--- config.mk ---
export PLATFORM = sky130hd
export DESIGN_NAME = e1rsm_status
export DESIGN_NICKNAME = d
export VERILOG_FILES = /design/src/rtl/e1rsm_pkg.sv /design/src/rtl/e1rsm_status.sv
export SDC_FILE = /design/constraint.sdc
export NUM_CORES = 1
export LEC_CHECK = 0
export BUFFER_PORTS_ARGS = -buffer_cell sky130_fd_sc_hd__clkbuf_2
export CAP_MARGIN = 20
export CORE_UTILIZATION = 30
export DETAILED_ROUTE_END_ITERATION = 10
export HOLD_SLACK_MARGIN = 0.12
export PLACE_DENSITY = 0.46
export SYNTH_ARGS = -nofsm -noshare
export SYNTH_HDL_FRONTEND = slang
export SYNTH_SLANG_ARGS = --single-unit
--- constraint.sdc ---
create_clock -name mclk -period 5.6 [get_ports mclk]
set_input_delay 0.56 -clock mclk [delete_from_list [all_inputs] [get_ports mclk]]
set_output_delay 0.56 -clock mclk [all_outputs]
set_load 0.005 [all_outputs]
--- src/rtl/e1rsm_pkg.sv ---
// Constants for the E1 receive status monitor.
// Assumes a 40 MHz mclk and line-side strobes synchronous to it.
package e1rsm_pkg;
    localparam int unsigned CLK_KHZ = 40000;
    localparam int unsigned T_HALF_SEC_MS = 500;
    localparam int unsigned T_ALIGN_MS = 400;
    localparam int unsigned T_MS_US = 1000;
    localparam int unsigned T_KEEP_ALIVE_MS = 100;
    localparam int unsigned T_FRAME_LOSS_MS = 100;
    localparam int unsigned T_FRAME_GAIN_MS = 10;
    localparam int unsigned T_PHASE_US = 250;
    localparam int unsigned CYC_HALF_SEC = CLK_KHZ * T_HALF_SEC_MS;
    localparam int unsigned CYC_ALIGN = CLK_KHZ * T_ALIGN_MS;
    localparam int unsigned CYC_MS = (CLK_KHZ * T_MS_US) / 1000;
    localparam int unsigned CYC_KEEP_ALIVE = CLK_KHZ * T_KEEP_ALIVE_MS;
    localparam int unsigned CYC_FRAME_LOSS = CLK_KHZ * T_FRAME_LOSS_MS;
    localparam int unsigned CYC_FRAME_GAIN = CLK_KHZ * T_FRAME_GAIN_MS;
    localparam int unsigned CYC_PHASE = (CLK_KHZ * T_PHASE_US) / 1000;
    localparam logic [7:0] LOS_WINDOW = 8'hC0;
    localparam logic [7:0] LOS_MIN_ONES = 8'h18;
    localparam logic [9:0] AUX_WINDOW = 10'h200;
    localparam logic [1:0] AUX_MAX_ERR = 2'h1;
    localparam logic [9:0] AIS_WINDOW = 10'h200;
    localparam logic [1:0] AIS_MAX_ZEROS = 2'h2;
    localparam logic [4:0] ADDR_ALARM_ONE = 5'h11;
    localparam logic [4:0] ADDR_TIMER = 5'h12;
    localparam logic [4:0] ADDR_PHASE_HIGH = 5'h13;
    localparam logic [4:0] ADDR_PHASE_LOW = 5'h14;
    localparam logic [7:0] STATUS_RESET = 8'h00;
endpackage

--- src/rtl/e1rsm_status.sv ---
// Receive alarm, timer and slip status words with a read-only host port.
// Assumes all inputs synchronous to mclk; strobes are one-cycle pulses.
module e1rsm_status #(
    parameter int unsigned HALF_SEC_CYC = e1rsm_pkg::CYC_HALF_SEC,
    parameter int unsigned ALIGN_CYC = e1rsm_pkg::CYC_ALIGN,
    parameter int unsigned MS_CYC = e1rsm_pkg::CYC_MS,
    parameter int unsigned KEEP_ALIVE_CYC = e1rsm_pkg::CYC_KEEP_ALIVE,
    parameter int unsigned FRAME_LOSS_CYC = e1rsm_pkg::CYC_FRAME_LOSS,
    parameter int unsigned FRAME_GAIN_CYC = e1rsm_pkg::CYC_FRAME_GAIN,
    parameter int unsigned PHASE_CYC = e1rsm_pkg::CYC_PHASE
) (
    // Clock and reset
    input wire logic mclk,
    input wire logic resetn,
    // Receive bit stream
    input wire logic line_bit_valid,
    input wire logic line_bit,
    // Framer events
    input wire logic frame_strobe,
    input wire logic ch16_all_ones,
    input wire logic nfas_strobe,
    input wire logic a_bit,
    input wire logic fas_strobe,
    input wire logic fas_error,
    input wire logic mframe_strobe,
    input wire logic crc_continuous_error,
    input wire logic crc_mf_aligned,
    input wire logic crc_sync_pulse,
    input wire logic frame_sync_lost,
    input wire logic nonnormal_frame,
    input wire logic alarm_criterion_select,
    // Elastic buffer
    input wire logic slip_event,
    input wire logic slip_repeat,
    input wire logic delay_under_frame,
    input wire logic [4:0] write_ts_phase,
    input wire logic [2:0] write_bit_phase,
    // Host read port
    input wire logic host_cs,
    input wire logic host_rd,
    input wire logic [4:0] host_addr,
    output logic [7:0] host_rdata
);
    import e1rsm_pkg::*;

    logic signal_absent;
    logic [7:0] zero_run;
    logic los_win_active;
    logic [7:0] los_win_cnt;
    logic [7:0] los_ones;
    logic ch16_all_ones_flag;
    logic all_ones_alarm_flag;
    logic [9:0] ais_bits;
    logic [1:0] ais_zeros;
    logic ais_prev_ok;
    logic far_end_alarm_flag;
    logic far_alarm_crc_error_flag;
    logic [31:0] half_cnt;
    logic half_second_toggle;
    logic one_second_toggle;
    logic [31:0] align_cnt;
    logic align_timeout_toggle;
    logic [31:0] ms_cnt;
    logic crc_align_ms_toggle;
    logic [31:0] ka_cnt;
    logic keep_alive_flag;
    logic [31:0] loss_cnt;
    logic frame_loss_timer_flag;
    logic [31:0] gain_cnt;
    logic frame_gain_timer_flag;
    logic slip_toggle;
    logic slip_direction;
    logic buffer_delay_msb;
    logic [9:0] aux_bits;
    logic [1:0] aux_errs;
    logic aux_prev;
    logic alternating_pattern_flag;
    logic fas_err_last;
    logic consecutive_fas_error_flag;
    logic [31:0] phase_cnt;
    logic [4:0] phase_timeslot_count;
    logic [2:0] phase_bit_count;

    // Loss of signal
    wire zero_bit = line_bit_valid && !line_bit;
    wire los_set = zero_bit && (zero_run == LOS_WINDOW - 8'h01);
    wire los_start = signal_absent && !los_win_active && line_bit_valid && line_bit;
    wire los_win_end = los_win_active && line_bit_valid && (los_win_cnt == LOS_WINDOW - 8'h01);
    wire [7:0] los_ones_total = los_ones + {7'h00, line_bit};
    wire los_clear = los_win_end && (los_ones_total >= LOS_MIN_ONES);

    always_ff @(posedge mclk or negedge resetn) begin
        if (!resetn) begin
            zero_run <= 8'h00;
            signal_absent <= 1'b0;
            los_win_active <= 1'b0;
            los_win_cnt <= 8'h00;
            los_ones <= 8'h00;
        end else begin
            if (line_bit_valid) begin
                zero_run <= (line_bit || los_set) ? 8'h00 : zero_run + 8'h01;
            end
            if (los_set) begin
                signal_absent <= 1'b1;
            end else if (los_clear) begin
                signal_absent <= 1'b0;
            end
            if (los_start) begin
                los_win_active <= 1'b1;
                los_win_cnt <= 8'h01;
                los_ones <= 8'h01;
            end else if (los_win_end || !signal_absent) begin
                los_win_active <= 1'b0;
            end else if (los_win_active && line_bit_valid) begin
                los_win_cnt <= los_win_cnt + 8'h01;
                los_ones <= los_ones_total;
            end
        end
    end

    // All-ones detection over 512-bit blocks; criterion 1 needs two good blocks in a row
    wire ais_end = line_bit_valid && (ais_bits == AIS_WINDOW - 10'h001);
    wire ais_block_ok = (ais_zeros + {1'b0, zero_bit}) <= AIS_MAX_ZEROS && !(zero_bit && ais_zeros == 2'h3);
    wire ais_valid = ais_block_ok && (!alarm_criterion_select || ais_prev_ok);

    // Alternating pattern: count breaks of alternation in each 512-bit block
    wire aux_err = line_bit_valid && (line_bit == aux_prev);
    wire aux_end = line_bit_valid && (aux_bits == AUX_WINDOW - 10'h001);
    wire aux_ok = (aux_errs + {1'b0, aux_err}) <= AUX_MAX_ERR && !(aux_err && aux_errs == 2'h3);

    always_ff @(posedge mclk or negedge resetn) begin
        if (!resetn) begin
            ais_bits <= 10'h000;
            ais_zeros <= 2'h0;
            ais_prev_ok <= 1'b0;
            all_ones_alarm_flag <= 1'b0;
            aux_bits <= 10'h000;
            aux_errs <= 2'h0;
            aux_prev <= 1'b0;
            alternating_pattern_flag <= 1'b0;
        end else begin
            if (line_bit_valid) begin
                ais_bits <= ais_end ? 10'h000 : ais_bits + 10'h001;
                aux_bits <= aux_end ? 10'h000 : aux_bits + 10'h001;
                aux_prev <= line_bit;
            end
            if (ais_end) begin
                ais_zeros <= 2'h0;
                ais_prev_ok <= ais_block_ok;
                all_ones_alarm_flag <= ais_valid;
            end else if (zero_bit && ais_zeros != 2'h3) begin
                ais_zeros <= ais_zeros + 2'h1;
            end
            if (aux_end) begin
                aux_errs <= 2'h0;
                alternating_pattern_flag <= aux_ok;
            end else if (aux_err && aux_errs != 2'h3) begin
                aux_errs <= aux_errs + 2'h1;
            end
        end
    end

    // Frame-rate alarms and slip indication
    always_ff @(posedge mclk or negedge resetn) begin
        if (!resetn) begin
            ch16_all_ones_flag <= 1'b0;
            far_end_alarm_flag <= 1'b0;
            far_alarm_crc_error_flag <= 1'b0;
            fas_err_last <= 1'b0;
            consecutive_fas_error_flag <= 1'b0;
            slip_toggle <= 1'b0;
            slip_direction <= 1'b0;
        end else begin
            if (frame_strobe) begin
                ch16_all_ones_flag <= ch16_all_ones;
            end
            if (nfas_strobe) begin
                far_end_alarm_flag <= a_bit;
            end
            if (mframe_strobe) begin
                far_alarm_crc_error_flag <= far_end_alarm_flag && crc_continuous_error;
            end
            if (fas_strobe) begin
                fas_err_last <= fas_error;
                consecutive_fas_error_flag <= fas_error && fas_err_last;
            end
            if (slip_event) begin
                slip_toggle <= !slip_toggle;
                slip_direction <= slip_repeat;
            end
        end
    end

    // Free-running and persistence timers
    wire half_end = (half_cnt == 32'(HALF_SEC_CYC - 1));
    wire align_end = !crc_mf_aligned && (align_cnt == 32'(ALIGN_CYC - 1));
    wire ms_sync = crc_mf_aligned && crc_sync_pulse;
    wire ms_end = ms_sync || (ms_cnt == 32'(MS_CYC - 1));
    wire ka_done = (ka_cnt == 32'(KEEP_ALIVE_CYC - 1));
    wire loss_done = (loss_cnt == 32'(FRAME_LOSS_CYC - 1));
    wire gain_done = (gain_cnt == 32'(FRAME_GAIN_CYC - 1));
    wire gain_run = !frame_sync_lost && !nonnormal_frame;

    always_ff @(posedge mclk or negedge resetn) begin
        if (!resetn) begin
            half_cnt <= 32'h0000_0000;
            half_second_toggle <= 1'b0;
            one_second_toggle <= 1'b0;
            align_cnt <= 32'h0000_0000;
            align_timeout_toggle <= 1'b0;
            ms_cnt <= 32'h0000_0000;
            crc_align_ms_toggle <= 1'b0;
        end else begin
            half_cnt <= half_end ? 32'h0000_0000 : half_cnt + 32'h0000_0001;
            if (half_end) begin
                half_second_toggle <= !half_second_toggle;
                one_second_toggle <= one_second_toggle ^ half_second_toggle;
            end
            align_cnt <= (align_end || crc_mf_aligned) ? 32'h0000_0000 : align_cnt + 32'h0000_0001;
            if (align_end) begin
                align_timeout_toggle <= !align_timeout_toggle;
            end
            ms_cnt <= ms_end ? 32'h0000_0000 : ms_cnt + 32'h0000_0001;
            if (ms_end) begin
                crc_align_ms_toggle <= !crc_align_ms_toggle;
            end
        end
    end

    always_ff @(posedge mclk or negedge resetn) begin
        if (!resetn) begin
            ka_cnt <= 32'h0000_0000;
            keep_alive_flag <= 1'b0;
            loss_cnt <= 32'h0000_0000;
            frame_loss_timer_flag <= 1'b0;
            gain_cnt <= 32'h0000_0000;
            frame_gain_timer_flag <= 1'b0;
        end else begin
            ka_cnt <= (!all_ones_alarm_flag || ka_done) ? 32'h0000_0000 : ka_cnt + 32'h0000_0001;
            if (!all_ones_alarm_flag) begin
                keep_alive_flag <= 1'b0;
            end else if (ka_done) begin
                keep_alive_flag <= 1'b1;
            end
            loss_cnt <= (!frame_sync_lost || loss_done) ? 32'h0000_0000 : loss_cnt + 32'h0000_0001;
            if (gain_done && gain_run) begin
                frame_loss_timer_flag <= 1'b0;
            end else if (loss_done && frame_sync_lost) begin
                frame_loss_timer_flag <= 1'b1;
            end
            gain_cnt <= (!gain_run || gain_done) ? 32'h0000_0000 : gain_cnt + 32'h0000_0001;
            if (!gain_run) begin
                frame_gain_timer_flag <= 1'b0;
            end else if (gain_done) begin
                frame_gain_timer_flag <= 1'b1;
            end
        end
    end

    // Buffer phase snapshot
    wire phase_end = (phase_cnt == 32'(PHASE_CYC - 1));

    always_ff @(posedge mclk or negedge resetn) begin
        if (!resetn) begin
            phase_cnt <= 32'h0000_0000;
            phase_timeslot_count <= 5'h00;
            phase_bit_count <= 3'h0;
            buffer_delay_msb <= 1'b0;
        end else begin
            phase_cnt <= phase_end ? 32'h0000_0000 : phase_cnt + 32'h0000_0001;
            buffer_delay_msb <= delay_under_frame;
            if (phase_end) begin
                phase_timeslot_count <= write_ts_phase;
                phase_bit_count <= write_bit_phase;
            end
        end
    end

    // Status word assembly and read-only host decode
    wire [7:0] alarm_status_one = {3'h0, signal_absent, ch16_all_ones_flag, all_ones_alarm_flag,
                                   far_end_alarm_flag, far_alarm_crc_error_flag};
    wire [7:0] timer_status_word = {half_second_toggle, one_second_toggle, align_timeout_toggle, 1'b0,
                                    crc_align_ms_toggle, keep_alive_flag, frame_loss_timer_flag,
                                    frame_gain_timer_flag};
    wire [7:0] slip_phase_high = {slip_toggle, slip_direction, buffer_delay_msb, alternating_pattern_flag,
                                  consecutive_fas_error_flag, 3'h0};
    wire [7:0] slip_phase_low = {phase_timeslot_count, phase_bit_count};
    wire [7:0] next_rdata = (host_addr == ADDR_ALARM_ONE) ? alarm_status_one :
                            (host_addr == ADDR_TIMER) ? timer_status_word :
                            (host_addr == ADDR_PHASE_HIGH) ? slip_phase_high :
                            (host_addr == ADDR_PHASE_LOW) ? slip_phase_low : STATUS_RESET;

    always_ff @(posedge mclk or negedge resetn) begin
        if (!resetn) begin
            host_rdata <= STATUS_RESET;
        end else if (host_cs && host_rd) begin
            host_rdata <= next_rdata;
        end
    end
endmodule

# --- Yosys cells after proc, flatten, opt, wreduce, memory -nomap -nowiden ---
# Cells that the tools add are included.
# Widths: inputs -> output; s select.
word_totals:
  ff_bits: 309
  inputBits: 35
  output_inout_bits: 8
  elab_cells: 171
classes:
  n_addsub: 16
  order_cmp: 3
  eq_ne: 23
  muxes: 34
  bitwise: 1
  reduce_logical: 56
ops:
  columns: ["op", "n"]
  rows:
  - ["$add 32x1->32 const B", 7]
  - ["$mux 32", 7]
  - ["$mux 8", 11]
  - ["$eq 32x22->1 const B", 2]
  - ["$eq 32x14->1 const B", 1]
  - ["$eq 32x16->1 const B", 1]
  - ["$eq 32x19->1 const B", 1]
  - ["$eq 32x24->1 const B", 1]
  - ["$eq 32x25->1 const B", 1]
  - ["$logic_and 1x1->1", 26]
  - ["$add 10x1->10 const B", 2]
  - ["$eq 10x9->1 const B", 2]
  - ["$eq 5x5->1 const B", 4]
  - ["$mux 10", 2]
  - ["$add 8x1->8 const B", 2]
  - ["$eq 8x8->1 const B", 2]
  - ["$logic_not 1->1", 15]
  - ["$reduce_bool 2->1", 6]
  - ["$mux 1", 10]
  - ["$add 8x1->8", 1]
  - ["$ge 8x5->1 const B", 1]
  - ["$logic_or 1x1->1", 8]
  - ["$mux 2", 4]
  - ["$ne 2x2->1 const B", 4]
  - ["other kinds (9)", 12]

# --- Longest topological paths before layout ---
logic_depth:
  ltp_word: 6
  ltp_mapped: 7
  mapped_depth_nobuf: 7

# --- Least setup slack after synthesis ---
# No wires, ideal clock.
synth_timing:
  path_kind: "reg2reg"
  start: "register phase_cnt[23]"
  end: "register phase_timeslot_count[2]"
  setup_ns: 0.125
  arrival_ns: 1.811
  required_time_ns: 5.475
  setup_slack_ns: 3.664
  stages_incl_launch_ff: 5
  synth_period_minus_slack_ns: 1.936
  path_cell_list: "dfrtp_1 -> or4_1 -> nor4_4 -> buf_4 -> mux2_2"
synth_via:
  elab_chain_cells: 1
synth_rtl:
  columns: ["element", "line", "source"]
  rows:
  - ["from (decl)", "e1rsm_status.sv:80", "logic [31:0] phase_cnt;"]
  - ["from (signal assigned)", "e1rsm_status.sv:270", "phase_cnt <= phase_end ? 32'h0000_0000 : phase_cnt + 32'h0000_0001;"]
  - ["$eq 32x14->1", "e1rsm_status.sv:261", "wire phase_end = (phase_cnt == 32'(PHASE_CYC - 1));"]
  - ["to (signal assigned)", "e1rsm_status.sv:273", "phase_timeslot_count <= write_ts_phase;"]
  - ["to (decl)", "e1rsm_status.sv:81", "logic [4:0] phase_timeslot_count;"]
# No other way between the ends.
# A chain may end at the register's enable or synchronous reset.

# --- Final worst setup path ---
layout_timing:
  start: "register gain_cnt[13]"
  end: "register gain_cnt[30]"
layout_via:
  elab_chain_cells: 3
  word_cells_on_any_way: 4
layout_rtl:
  columns: ["element", "line", "source"]
  rows:
  - ["from (decl)", "e1rsm_status.sv:69", "logic [31:0] gain_cnt;"]
  - ["from (signal assigned)", "e1rsm_status.sv:251", "gain_cnt <= (!gain_run || gain_done) ? 32'h0000_0000 : gain_cnt + 32'h0000_0001;"]
  - ["branches (longest 2 deep; another with $add 32x1->32)", null, null]
  - ["$mux 32 *", "e1rsm_status.sv:251", null]
# Mark *: on every way between the ends.

==> results.yml <==
outcome:
  outcome: "finished, final reports clean"
placement:
  dpl_worst_slack_ns: 3.01
  gp_congestion: 0.749
  port_buffers: 42
  placed_cells: 2164
  dpl.hpwl_um: 20700
  dpl_cell_area_um2: 16000
cells_and_area:
  stdcell_area_um2: 17200
  regArea_um2: 7730
  multi_input_comb_area_um2: 6980
  area_growth_syn_to_layout_pct: 14.9
  fillers: 4994
  antennaDiodeCount: 0
  final_nets: 1595
  final_util_pct: 35.1
  drive_above_1_share_pct: 10.2
  finalNonFillerCells: 2235
routing:
  avgViaCountPerCell: 4.76
  wl_um: 31700
  ant_nets: 0
  first_pass_iters: 4
  first_iter_violations: 612
  via_count: 10600
  wire_per_inst_um: 14.2
  drcViolationCount: 0
clock_tree:
  clock_sinks: 309
  cts_resized: 0
  cts_setup_buffers: 0
  cts_buffers: 39
  clk_pin_slew_ns: 0.06
  clk_latency_ns: 0.53
  cts_tree: "done"
  cts_hold_buf: 0
  cts_buffer_depth: 3
  cts-root-buf: "clkbuf_16"
  h-tree-depth: 2
floorplan:
  row_count: 81
  coreArea_um2: 49200
  top_level_ports: 43
  die_area_um2: 51000
  start_util_pct: 30.5
  die_width_um: 226
  fp.dieH_um: 226
logic_synthesis:
  synth-seq-area-share_pct: 51.5
  yosys-top-cells-area: "dfrtp_1 51%, xor2_1 7.2%, xnor2_1 6.6%, nor2_1 6.2%, nand3_1 3.4%"
  synth_area_um2: 15000
  yosysUniqueCellTypes: 58
  yosysWarnings: 0
  synth_top_flop_cell: "dfrtp_1"
  postSynthAreaPerCell_um2: 10.1
  syn_nets: 1541
  async_reset_ff_share_pct: 100
  ys_ff_latch: 309
  synth_edf_count: 0
  synth.top_cell.area_share_pct: 51.5
  synth_top_cell_by_area: "dfrtp_1"
  synthCells: 1490
setup_path:
  crit_chain: "or4_1 -> nor3_1 -> and4_1 -> nand2b_1 -> buf_4 -> nor2_1"
  cp_max_fo: 20
  worstPathRequired_ns: 6.02
  cp-end-kind: "register"
  cpMaxStageDelayCell: "or4_1"
  arrival_ns: 2.81
  worstReg2RegStart: "gain_cnt[13]"
  slowest_delay_ns: 0.55
  cp-startpoint: "gain_cnt[13]"
  startpoint_type: "register"
  critPathKind: "reg -> reg"
pwr:
  ir_drop_mv: 0.156
  power.total_mw: 5.23
  p_per_area_nw_per_um2: 303
  p_leak_nw: 7.38
timing:
  rsz0062_at_grt: "false"
  worst_pin_slew_ns: 1.02
  setup-violations-final: 0
  finalHoldViolCount: 0
  worst_hold_slack_ns: 0.0689
  fmax_ghz: 0.418
  setup_ws_ns: 3.21
  finalCritPeriodShare_pct: 42.7
  drv_slew: 0
  relSlewSlack_pct: 31.2
  period_needed_ns: 2.39
  fin_worst_skew_ns: 0.00839
  finalSetupTns_ns: 0
global_routing:
  grt_max_degree: 136
  antenna_found_initial: 0
  grt_overflow_total: 0
  track_usage_pct: 12.9
  grt_pass1_wl_um: 54200
  grt_pass1_vias: 10600
job:
  drv_cap: 0
hold_path:
  hold_class: "in -> async"
==> Yosys cell counts (all sizes together), types with 3 or more instances <==
cell type,number
nand2,111
xnor2,113
and3,32
o21ai,36
nor4,60
or2,6
dfrtp,309
mux2,22
o21a,3
inv,32
nor2b,5
nand4,75
clkbuf,22
nor4b,11
nor3,30
a22o,5
and4,28
nor2,251
ha,16
o31ai,3
nand2b,9
and2,11
or4,6
a222oi,3
a31oi,5
xor2,124
or3,5
a22oi,4
nand4b,4
mux2i,4
a21oi,8
buf,18
nand3,103
o22ai,3
==> routing by layer <==
layer | GRT usage (%) | share of wire, % | up-vias
met4 | 4.02 | 2.0 | 0
met5 | 0 | 0 | -
li1 | - | - | 5307
met1 | 18.1 | 50 | 5186
met3 | 2.32 | 3.0 | 44
met2 | 20.2 | 45 | 94
==> worst max-delay path, delay by kind of cell (launching register included) <==
| family | cells | cell delay, ns |
|---|---|---|
| DFF | 1 | 0.44 |
| and+or+nand+nor | 5 | 1.48 |
| buffers and inverters | 1 | 0.34 |
==> kinds of logic after synthesis <==
group,after synthesis,share of synthesized area [%]
AOI/OAI and AO/OA,79,3.30
xor gates and xnor gates,237,13.8
muxes,26,1.92
and+or+nand+nor,751,26.1
buffers and inverters,72,2.05
DFF,309,51.5
adders and majority gates,16,1.33
==> layout make-up <==
type | instances | share of cell area (%)
repair buffers | 53 | 1.91
flip-flops and latches | 309 | 44.8
inverters | 32 | 0.696
multi-input cells | 1109 | 40.4
clock buffers | 59 | 6.57
clock inverters | 9 | 0.733
well taps | 664 | 4.82
==> placed cells by master, fill, tap and decap left out, types with 5 or more instances in the layout <==
cell type,synthesis,final
clkbuf_2,0,43
a31oi_1,5,5
nand2b_1,9,9
clkbuf_16,0,41
ha_1,16,16
nand3_1,101,101
o21ai_0,35,35
nor4_1,46,46
nor4_2,10,10
nor2_1,248,248
and4_1,28,28
nor3_1,28,28
mux2_2,21,21
clkbuf_1,22,14
a21oi_1,8,8
inv_1,32,32
nor4b_1,10,10
or2_2,6,6
xor2_1,124,124
and3_1,32,32
a22o_1,5,5
and2_1,11,11
nand4_1,74,74
buf_4,5,7
or4_1,5,5
nand2_1,111,111
xnor2_1,113,113
nor2b_1,5,5
dfrtp_1,309,309
==> flip-flops by register name, indices dropped and copies added, names as in the netlist, 5 cells and up <==
signal	cells
gain_cnt	32
ais_bits	10
phase_cnt	32
ms_cnt	32
host_rdata	8
align_cnt	32
zero_run	8
aux_bits	10
phase_timeslot_count	5
los_ones	8
half_cnt	32
los_win_cnt	8
loss_cnt	32
ka_cnt	32
==> path summary, 6_finish.rpt <==
kind                       slack (ns)                       to  depth (start not counted)
setup / recovery                 3.21             gain_cnt[30]                          6
hold / removal                   0.07               ms_cnt[30]                          1
setup reg to reg                 3.21             gain_cnt[30]                          6
hold reg to reg                  0.45              half_cnt[0]                          1
max in group asynchronous        4.15  phase_timeslot_count[4]                          2
min in group mclk                0.19         buffer_delay_msb                          1
==> power by group <==
part	switching (mW)	internal [mW]	total, mW
registers	0.0997	2.33	2.43
clock network	0.958	1.53	2.49
logic	0.180	0.133	0.313
Note: power is estimated with default switching activity, not from simulation.
